==> src/shared/acdt_pkg.sv <==
// shared constants and types of the converter output timing block
`default_nettype none
package acdt_pkg;
  // ==========================================================
  // data widths and pipeline depths in input clock cycles
  localparam int unsigned SMP_W    = 8;   // one converted sample
  localparam int unsigned PIPE_PRI = 13;  // latency, primary bus
  localparam int unsigned PIPE_DLY = 14;  // latency, delayed bus
  localparam int unsigned PAIR_W   = 2 * SMP_W + 1; // two buses + flag
  localparam int unsigned BUF_DEPTH = 2;  // entries of output buffer
  // ==========================================================
  // timing
  localparam int unsigned CLK_MHZ  = 100; // core clock rate
  localparam int unsigned WAKE_NS  = 500; // wake-up to rated accuracy
  // least time, so round up to whole cycles
  localparam int unsigned WAKE_CYC = (WAKE_NS * CLK_MHZ + 999) / 1000;
  localparam int unsigned WAKE_W   = 8;
  localparam logic [31:0] CAL_DLY_LO_CYC = 32'h0200_0000; // 2^25
  localparam logic [31:0] CAL_DLY_HI_CYC = 32'h8000_0000; // 2^31
  localparam int unsigned DRST_MIN_CYC = 4; // output clock reset width
  // ==========================================================
  // positions in the pin synchroniser vector
  localparam int unsigned SY_SCLK = 0;
  localparam int unsigned SY_PD   = 1;
  localparam int unsigned SY_CAL  = 2;
  localparam int unsigned SY_DRST = 3;
  localparam int unsigned SY_DAT  = 4;
  localparam int unsigned SYNC_W  = SY_DAT + SMP_W;
  // ==========================================================
  // types
  typedef logic [SMP_W-1:0]  acdt_sample_t;
  typedef logic [PAIR_W-1:0] acdt_pair_t;
  typedef enum logic [1:0] {ACDT_OFF, ACDT_WAKE, ACDT_RUN} acdt_pwr_e;
endpackage
`default_nettype wire

==> src/shared/acdt_if.sv <==
// stream handshake between the timing core and its output buffer
`default_nettype none
interface acdt_if;
  import acdt_pkg::*;
  logic       in_valid;   // pair offered by the core
  logic       in_ready;   // buffer can take a pair
  acdt_pair_t in_data;    // pair being offered
  logic       out_valid;  // buffer holds a pair
  logic       out_ready;  // receiver takes it
  acdt_pair_t out_data;   // oldest stored pair
  modport buf_side (input in_valid, in_data, out_ready,
                    output in_ready, out_valid, out_data);
  modport core_side (output in_valid, in_data, out_ready,
                     input in_ready, out_valid, out_data);
endinterface
`default_nettype wire

==> src/logic/acdt_buf.sv <==
// two-entry output buffer with valid and ready on both sides
`default_nettype none
module acdt_buf
  import acdt_pkg::*;
(
  input  wire logic clk,
  input  wire logic rst_n,
  input  wire logic ce,
  acdt_if.buf_side  bus
);
  // ==========================================================
  // storage and pointers
  acdt_pair_t           mem_r [BUF_DEPTH];  // flip-flop entries
  acdt_pair_t           mem_nxt [BUF_DEPTH];
  logic                 wr_ptr_r, wr_ptr_nxt;  // next slot to fill
  logic                 rd_ptr_r, rd_ptr_nxt;  // oldest slot
  logic [1:0]           cnt_r, cnt_nxt;        // entries held
  logic                 push, pop;

  // handshakes are combinational, data comes from the entry flops
  assign bus.in_ready  = (cnt_r != 2'h2);
  assign bus.out_valid = (cnt_r != 2'h0);
  assign bus.out_data  = mem_r[rd_ptr_r];

  // ==========================================================
  // next state
  always_comb begin
    push = bus.in_valid && bus.in_ready && ce;
    pop  = bus.out_valid && bus.out_ready && ce;
    mem_nxt    = mem_r;
    wr_ptr_nxt = wr_ptr_r;
    rd_ptr_nxt = rd_ptr_r;
    cnt_nxt    = cnt_r;
    if (push) begin
      mem_nxt[wr_ptr_r] = bus.in_data;
      wr_ptr_nxt = ~wr_ptr_r;
    end
    if (pop) begin
      rd_ptr_nxt = ~rd_ptr_r;
    end
    // simultaneous push and pop leaves the count alone
    if (push && !pop) begin
      cnt_nxt = cnt_r + 2'h1;
    end else if (pop && !push) begin
      cnt_nxt = cnt_r - 2'h1;
    end
  end

  // ==========================================================
  // registers
  always_ff @(posedge clk or negedge rst_n) begin
    if (!rst_n) begin
      mem_r[0] <= '0;
      mem_r[1] <= '0;
      wr_ptr_r <= 1'b0;
      rd_ptr_r <= 1'b0;
      cnt_r    <= 2'h0;
    end else begin
      mem_r    <= mem_nxt;
      wr_ptr_r <= wr_ptr_nxt;
      rd_ptr_r <= rd_ptr_nxt;
      cnt_r    <= cnt_nxt;
    end
  end
endmodule
`default_nettype wire

==> src/logic/acdt_top.sv <==
// converter output demux, wake-up and calibration delay timing core
// ==========================================================
`default_nettype none
module acdt_top
  import acdt_pkg::*;
#(
  parameter logic [31:0] CAL_DLY_LO = CAL_DLY_LO_CYC, // pin low count
  parameter logic [31:0] CAL_DLY_HI = CAL_DLY_HI_CYC  // pin high count
) (
  input  wire logic         clk,
  input  wire logic         arst_n,
  input  wire logic         ce,
  input  wire logic         sample_clk,
  input  wire acdt_sample_t sample_in,
  input  wire logic         power_down_pin,
  input  wire logic         calibration_delay_select,
  input  wire logic         output_data_clock_reset,
  input  wire logic         out_ready,
  output logic              out_valid,
  output acdt_sample_t      primary_output_bus,
  output acdt_sample_t      delayed_output_bus,
  output logic              out_accurate,
  output logic              output_data_clock,
  output logic              pair_ready,
  output logic              overrun,
  output logic              data_accurate,
  output logic              cal_pending,
  output logic              cal_start
);
  // ==========================================================
  // reset release and pin synchronisers
  logic [1:0]        rst_ff;       // reset release pair
  logic              rst_n;        // released reset for the design
  logic [SYNC_W-1:0] sy1_r;        // first stage, read by sy2_r only
  logic [SYNC_W-1:0] sy2_r;        // second stage, safe to use
  logic              sclk_d_r;     // previous sampled link clock

  assign rst_n = rst_ff[1];

  // assert at once, release two clock edges later
  always_ff @(posedge clk or negedge arst_n) begin
    if (!arst_n) begin
      rst_ff <= 2'b00;
    end else begin
      rst_ff <= {rst_ff[0], 1'b1};
    end
  end

  // every pin in the synchroniser vector crosses two flops before any logic looks at it
  always_ff @(posedge clk or negedge rst_n) begin
    if (!rst_n) begin
      sy1_r <= '0;
      sy2_r <= '0;
    end else if (ce) begin
      sy1_r <= {sample_in, output_data_clock_reset, calibration_delay_select,
                power_down_pin, sample_clk};
      sy2_r <= sy1_r;
    end
  end

  // ==========================================================
  // state of the core
  acdt_sample_t pipe_r [PIPE_DLY];  // conversion pipeline
  acdt_sample_t pipe_nxt [PIPE_DLY];
  logic         phase_r, phase_nxt;       // demux phase
  logic         output_data_clock_r, output_data_clock_nxt;         // output data clock
  logic         ovr_r, ovr_nxt;           // sticky lost pair
  acdt_pwr_e    pwr_r, pwr_nxt;           // power state
  logic [WAKE_W-1:0] wake_r, wake_nxt;    // wake-up timer
  logic [1:0]   cal_lat_r, cal_lat_nxt;   // cycles since release, to 3
  logic         cal_sel_r, cal_sel_nxt;   // captured select level
  logic         cal_pend_r, cal_pend_nxt; // delay still running
  logic         cal_go_r, cal_go_nxt;     // one-cycle start pulse
  logic [31:0]  cal_cnt_r, cal_cnt_nxt;   // input clock cycles seen
  logic [31:0]  cal_tgt;                  // count for chosen pin level
  logic         sedge;                    // rising edge of link clock
  logic         pd;                       // power down, synchronised
  logic         drst;                     // output clock reset held
  acdt_pair_t   pair;                     // pair offered to buffer
  logic         offer;                    // pair offered this cycle

  acdt_if obuf ();

  acdt_buf u_buf (
    .clk   (clk),
    .rst_n (rst_n),
    .ce    (ce),
    .bus   (obuf.buf_side)
  );

  assign obuf.in_valid  = offer;
  assign obuf.in_data   = pair;
  assign obuf.out_ready = out_ready;
  assign out_valid      = obuf.out_valid;
  assign pair_ready     = obuf.in_ready;

  // buffered data leaves from the buffer's entry flops
  assign primary_output_bus = obuf.out_data[SMP_W-1:0];
  assign delayed_output_bus = obuf.out_data[2*SMP_W-1:SMP_W];
  assign out_accurate       = obuf.out_data[PAIR_W-1];
  assign output_data_clock  = output_data_clock_r;
  assign overrun            = ovr_r;
  assign data_accurate      = (pwr_r == ACDT_RUN);
  assign cal_pending        = cal_pend_r;
  assign cal_start          = cal_go_r;

  // ==========================================================
  // next values of the core
  always_comb begin
    sedge = sy2_r[SY_SCLK] && !sclk_d_r && ce;
    pd    = sy2_r[SY_PD];
    drst  = sy2_r[SY_DRST];
    pipe_nxt     = pipe_r;
    phase_nxt    = phase_r;
    output_data_clock_nxt     = output_data_clock_r;
    ovr_nxt      = ovr_r;
    pwr_nxt      = pwr_r;
    wake_nxt     = wake_r;
    // settle count climbs to 3 and then stays there
    cal_lat_nxt  = (cal_lat_r == 2'h3) ? cal_lat_r : cal_lat_r + 2'h1;
    cal_sel_nxt  = cal_sel_r;
    cal_pend_nxt = cal_pend_r;
    cal_go_nxt   = 1'b0;
    cal_cnt_nxt  = cal_cnt_r;
    cal_tgt      = cal_sel_r ? CAL_DLY_HI : CAL_DLY_LO;
    offer        = 1'b0;
    // the sample converted k edges ago sits in entry k-1
    pair = {(pwr_r == ACDT_RUN), pipe_r[PIPE_DLY-1],
            pipe_r[PIPE_PRI-1]};

    // power state: wake timer restarts on every power-down
    unique case (pwr_r)
      ACDT_OFF: begin
        wake_nxt = '0;
        if (!pd) begin
          pwr_nxt = ACDT_WAKE;
        end
      end
      ACDT_WAKE: begin
        // output flows meanwhile but is marked not accurate
        if (pd) begin
          pwr_nxt = ACDT_OFF;
        end else if (wake_r == WAKE_W'(WAKE_CYC - 1)) begin
          pwr_nxt = ACDT_RUN;
        end else begin
          wake_nxt = wake_r + WAKE_W'(1);
        end
      end
      ACDT_RUN: begin
        if (pd) begin
          pwr_nxt = ACDT_OFF;
        end
      end
    endcase

    // pipeline advances one entry per input clock edge
    if (sedge && pwr_r != ACDT_OFF) begin
      pipe_nxt[0] = sy2_r[SY_DAT +: SMP_W];
      for (int i = 1; i < PIPE_DLY; i++) begin
        pipe_nxt[i] = pipe_r[i-1];
      end
    end

    // demux phase: a pair every second edge, output clock at half rate
    if (drst) begin
      // a long enough reset puts the pair boundary back on phase 0
      phase_nxt = 1'b0;
      output_data_clock_nxt  = 1'b0;
    end else if (sedge && pwr_r != ACDT_OFF) begin
      phase_nxt = ~phase_r;
      output_data_clock_nxt  = ~output_data_clock_r;
      offer     = phase_r;
    end

    // a pair that finds the buffer full is lost and flagged
    if (offer && !obuf.in_ready) begin
      ovr_nxt = 1'b1;
    end

    // select pin is caught once, on the third cycle after release: the
    // synchroniser leaves reset empty and needs two edges to fill
    if (cal_lat_r == 2'h2) begin
      cal_sel_nxt  = sy2_r[SY_CAL];
      cal_pend_nxt = 1'b1;
    end else if (cal_pend_r && sedge) begin
      if (cal_cnt_r == cal_tgt - 32'h0000_0001) begin
        cal_pend_nxt = 1'b0;
        cal_go_nxt   = 1'b1;
      end else begin
        cal_cnt_nxt = cal_cnt_r + 32'h0000_0001;
      end
    end
  end

  // ==========================================================
  // registers of the core; low enable freezes everything
  always_ff @(posedge clk or negedge rst_n) begin
    if (!rst_n) begin
      for (int i = 0; i < PIPE_DLY; i++) begin
        pipe_r[i] <= '0;
      end
      sclk_d_r   <= 1'b0;
      phase_r    <= 1'b0;
      output_data_clock_r     <= 1'b0;
      ovr_r      <= 1'b0;
      pwr_r      <= ACDT_OFF;
      wake_r     <= '0;
      cal_lat_r  <= 2'h0;
      cal_sel_r  <= 1'b0;
      cal_pend_r <= 1'b0;
      cal_go_r   <= 1'b0;
      cal_cnt_r  <= '0;
    end else if (ce) begin
      pipe_r     <= pipe_nxt;
      sclk_d_r   <= sy2_r[SY_SCLK];
      phase_r    <= phase_nxt;
      output_data_clock_r     <= output_data_clock_nxt;
      ovr_r      <= ovr_nxt;
      pwr_r      <= pwr_nxt;
      wake_r     <= wake_nxt;
      cal_lat_r  <= cal_lat_nxt;
      cal_sel_r  <= cal_sel_nxt;
      cal_pend_r <= cal_pend_nxt;
      cal_go_r   <= cal_go_nxt;
      cal_cnt_r  <= cal_cnt_nxt;
    end
  end
endmodule
`default_nettype wire

==> config.mk <==
export PLATFORM = sky130hd
export DESIGN_NAME = acdt_top
export DESIGN_NICKNAME = d
export VERILOG_FILES = /design/src/shared/acdt_pkg.sv /design/src/shared/acdt_if.sv /design/src/logic/acdt_buf.sv /design/src/logic/acdt_top.sv
export SDC_FILE = /design/constraint.sdc
export NUM_CORES = 1
export LEC_CHECK = 0
export BUFFER_PORTS_ARGS = -buffer_cell sky130_fd_sc_hd__buf_2
export CAP_MARGIN = 5
export CELL_PAD_IN_SITES_DETAIL_PLACEMENT = 0
export CELL_PAD_IN_SITES_GLOBAL_PLACEMENT = 1
export CORE_ASPECT_RATIO = 1.25
export CORE_MARGIN = 2
export CORE_UTILIZATION = 39
export DETAILED_ROUTE_END_ITERATION = 7
export PLACE_DENSITY = 0.64
export SETUP_SLACK_MARGIN = 0.2
export SYNTH_ARGS = -nofsm -noshare
export SYNTH_HDL_FRONTEND = slang
export SYNTH_SLANG_ARGS = --single-unit
==> constraint.sdc <==
create_clock -name clk -period 9.85 [get_ports clk]
set_clock_uncertainty 0.15 [all_clocks]
set_input_delay 1.97 -clock clk [delete_from_list [all_inputs] [get_ports clk]]
set_output_delay 1.97 -clock clk [all_outputs]
set_load 0.01 [all_outputs]
==> flow_metrics.py <==
metrics = {
    "die": {
        "initial_core_util": 0.397,
        "boundaryPins": 40,
        "floorplan.die_area_mm2": 0.0254,
        "core_area_mm2": 0.0237,
        "die_w_um": 143,
        "floorplan.rows": 63,
        "die_height_um": 178,
    },
    "sta": {
        "fin_tns_setup_ns": 0,
        "timing.final.setup_violations": 0,
        "fin_crit_sh": 0.486,
        "max_slew.worst_pin.slew_ns": 1.08,
        "rsz0062_at_grt": "false",
        "finalHoldViolations": 0,
        "remaining_max_slew_budget_at_the_tightest_pin": 0.280,
        "max_freq_ghz": 0.209,
        "finalWorstPathRequiredPeriod_ns": 4.79,
        "final_max_slew_viol_count": 0,
    },
    "detailed_routing": {
        "met2_length_um": 7520,
        "wl_um": 15800,
        "drc": 0,
        "antenna_left": 0,
        "met1Wirelength_um": 7380,
        "wl_met3_um": 646,
        "initialDrtViolationCount": 240,
        "vias_per_cell": 5.01,
        "dr_total_vias": 5231,
        "dr.pass1.iters": 4,
        "top_layer_used": "met4",
        "wire_per_inst_um": 15.1,
    },
    "cells_and_area": {
        "final_instance_count_without_filler_cells": 1045,
        "num-nets-final": 727,
        "register_area_mm2": 0.00568,
        "layout-area-overhead-vs-synth_pct": 13.9,
        "post_route_cells_drive_above_1_share": 0.393,
        "multi_input_comb_area_mm2": 0.00355,
        "fillers": 2126,
        "antenna_cells": 0,
    },
    "yosys": {
        "synth.top_cell.area_share": 0.603,
        "synth.ff_latch_count": 227,
        "number_of_synthesized_flops_with_an_enable_pin": 0,
        "synthTopCellsByCount": "sky130_fd_sc_hd__dfrtp_1 (227), sky130_fd_sc_hd__mux2_2 (178), sky130_fd_sc_hd__xor2_1 (34)",
        "synth.most_common_cell": "sky130_fd_sc_hd__dfrtp_1",
        "post_synth_main_area_contributors": "sky130_fd_sc_hd__dfrtp_1 (60%), sky130_fd_sc_hd__mux2_2 (21%), sky130_fd_sc_hd__xor2_1 (3.2%)",
        "synth.avg_cell_area_um2": 14.3,
        "post_synth_num_cell_types": 53,
        "synth_flop_cell": "sky130_fd_sc_hd__dfrtp_1",
        "net_count_after_synthesis": 685,
        "postSynthCellCount": 660,
        "yosys_warnings": 0,
        "synth_largest_area_cell": "sky130_fd_sc_hd__dfrtp_1",
        "postSynth.asyncResetShare": 1.00,
        "seq_total_area_yosys": 0.603,
        "syn-cell-area_mm2": 0.00942,
    },
    "grt": {
        "grt_first_pass_wirelength_um": 27200,
        "grtUsageTotal": 0.130,
        "globalRoute.totalOverflow": 0,
        "grt_antenna_before_repair": 0,
        "grt_start_max_net_pins": 89,
        "grt_pass1_vias": 5356,
    },
    "worst_setup_path": {
        "critical_path.cell_chain": "buf_2 -> and4bb_4 -> and4b_1 -> and2_1 -> nor2b_4 -> mux2_2",
        "endpoint_kind": "register",
        "critical_path.max_stage_delay_ns": 0.79,
        "worst-path-max-fanout": 42,
        "criticalPathCategory": "in2reg",
        "setup.worst_path.start_class": "primary input",
        "cp_data_required_time_ns": 10.09,
        "timing.critical_path.slowest_stage_cell": "sky130_fd_sc_hd__and4bb_4",
        "cp_data_arrival_time_ns": 5.02,
    },
    "pwr": {
        "power.clock.fraction": 0.368,
        "power.density_mw_per_mm2": 231,
        "p_leak_nw": 5.22,
        "seq_power_share": 0.489,
        "cell_internal_pwr_mw": 1.86,
        "power.ir.vdd_worst_mv": 0.138,
        "logic_pwr_share": 0.144,
        "total_switching_power_mw": 0.626,
        "power_switching_share": 0.252,
    },
    "place": {
        "placed_cells": 1000,
        "post_detail_place_hpwl_um": 9980,
        "place.gp.congestion": 0.759,
        "io_buffer_count": 39,
    },
    "job": {
        "cap_violations": 0,
    },
    "clock_tree": {
        "cts-hold-fix-buffers": 0,
        "htree_num_levels": 1,
        "cts.repair.resized": 0,
        "clkTransAtPathRegs_ns": 0.06,
        "tritoncts": "done",
        "cts_inserted_buffers": 25,
        "clk_latency_ns": 0.51,
        "cts.path.max_buffers": 3,
        "clock_sink_count": 227,
        "cts.root.buffer_cell": "sky130_fd_sc_hd__clkbuf_16",
        "cts_setup_buffers": 0,
    },
    "hold_path": {
        "hold_path.class": "reg2reg",
    },
    "status": {
        "result_of_the_run": "completed",
    },
}
-- cell families (layout without fill, tap and decap cells) --
group / count (synthesis) / count (layout) / synth area share
flip-flops: 227 / 227 / 0.603
multiplexers: 191 / 191 / 0.232
AND/OR/NAND/NOR: 124 / 124 / 0.0720
XOR/XNOR: 41 / 41 / 0.0381
buffers and inverters: 39 / 99 / 0.0206
AO/OA/AOI/OAI: 28 / 28 / 0.0217
adder cells (fa/ha/maj): 9 / 9 / 0.0120
other: 1 / 1 / 0.000398
-- area by class of cell --
type	count	share of cell area
multi-input combinational	394	0.331
clock buffer	35	0.0665
timing repair buffer	43	0.0210
inverter	11	0.00385
clock inverter	10	0.0103
tap	325	0.0379
sequential	227	0.530
-- power groups by stage --
stage | combinational (mW) | clock, mW | sequential (mW)
2_1_floorplan | 0.303 | 0 | 1.19
3_3_place_gp | 0.347 | 0 | 1.22
3_5_place_dp | 0.363 | 0 | 1.23
4_1_cts | 0.365 | 0.945 | 1.22
5_1_grt | 0.401 | 0.985 | 1.24
6_report | 0.356 | 0.913 | 1.21
-- layer usage --
metal,vias to the layer above,global-route usage
met5,-,0
met4,0,0.0342
met3,23,0.0251
met2,86,0.212
met1,2682,0.177
li1,2440,-
-- worst paths after layout --
path / startpoint / to / slack, ns / depth (start not counted)
hold reg to reg: rst_ff[0] / rst_ff[1] / 0.20 / 0
hold / removal: rst_ff[0] / rst_ff[1] / 0.20 / 0
min in group asynchronous: rst_ff[1] / sy1_r[4] / 0.32 / 0
setup reg to reg: pwr_r[0] / u_buf.mem_r[33] / 6.53 / 7
setup / recovery: ce / u_buf.mem_r[33] / 5.06 / 6
max in group asynchronous: rst_ff[1] / pipe_r[39] / 7.61 / 1
-- placed cells by master (no fill, tap or decap), drive strengths merged, types with 9 or more instances in the layout --
cell / n
xor2: 34
ha: 9
nand4: 11
nor4: 14
dfrtp: 227
buf: 43
nor3: 15
inv: 12
mux2: 189
nand2: 26
nor2: 20
clkbuf: 35
nand3: 13
-- worst max-delay path: cells and delay by family --
family | cells | cell delay (ns)
buffers and inverters | 1 | 0.66
multiplexers | 1 | 0.41
AND/OR/NAND/NOR | 4 | 1.95
-- sequential cells by signal, summed over array words and instances (netlist names), 2 cells and up --
register,count
cal_cnt_r,32
cal_lat_r,2
obuf.in_data,16
pipe_r,96
pwr_r,2
rst_ff,2
sy1_r,12
sy2_r,12
u_buf.cnt_r,2
u_buf.mem_r,34
wake_r,8
-- through the flow --
stage          instance area, um2  utilization  worst slack (ns)  power [mW]  hold slack [ns]
4_1_cts                     10700        0.452              5.02        2.53            0.206
3_5_place_dp                 9900        0.417              4.48        1.60            0.193
5_1_grt                     10700        0.452              4.88        2.62            0.208
6_report                    10700        0.452              5.06        2.48            0.203
3_3_place_gp                 9900        0.417              4.57        1.57            0.192
2_1_floorplan                9420            -              2.91        1.50            0.181
Power figures use the tool's default switching activity.
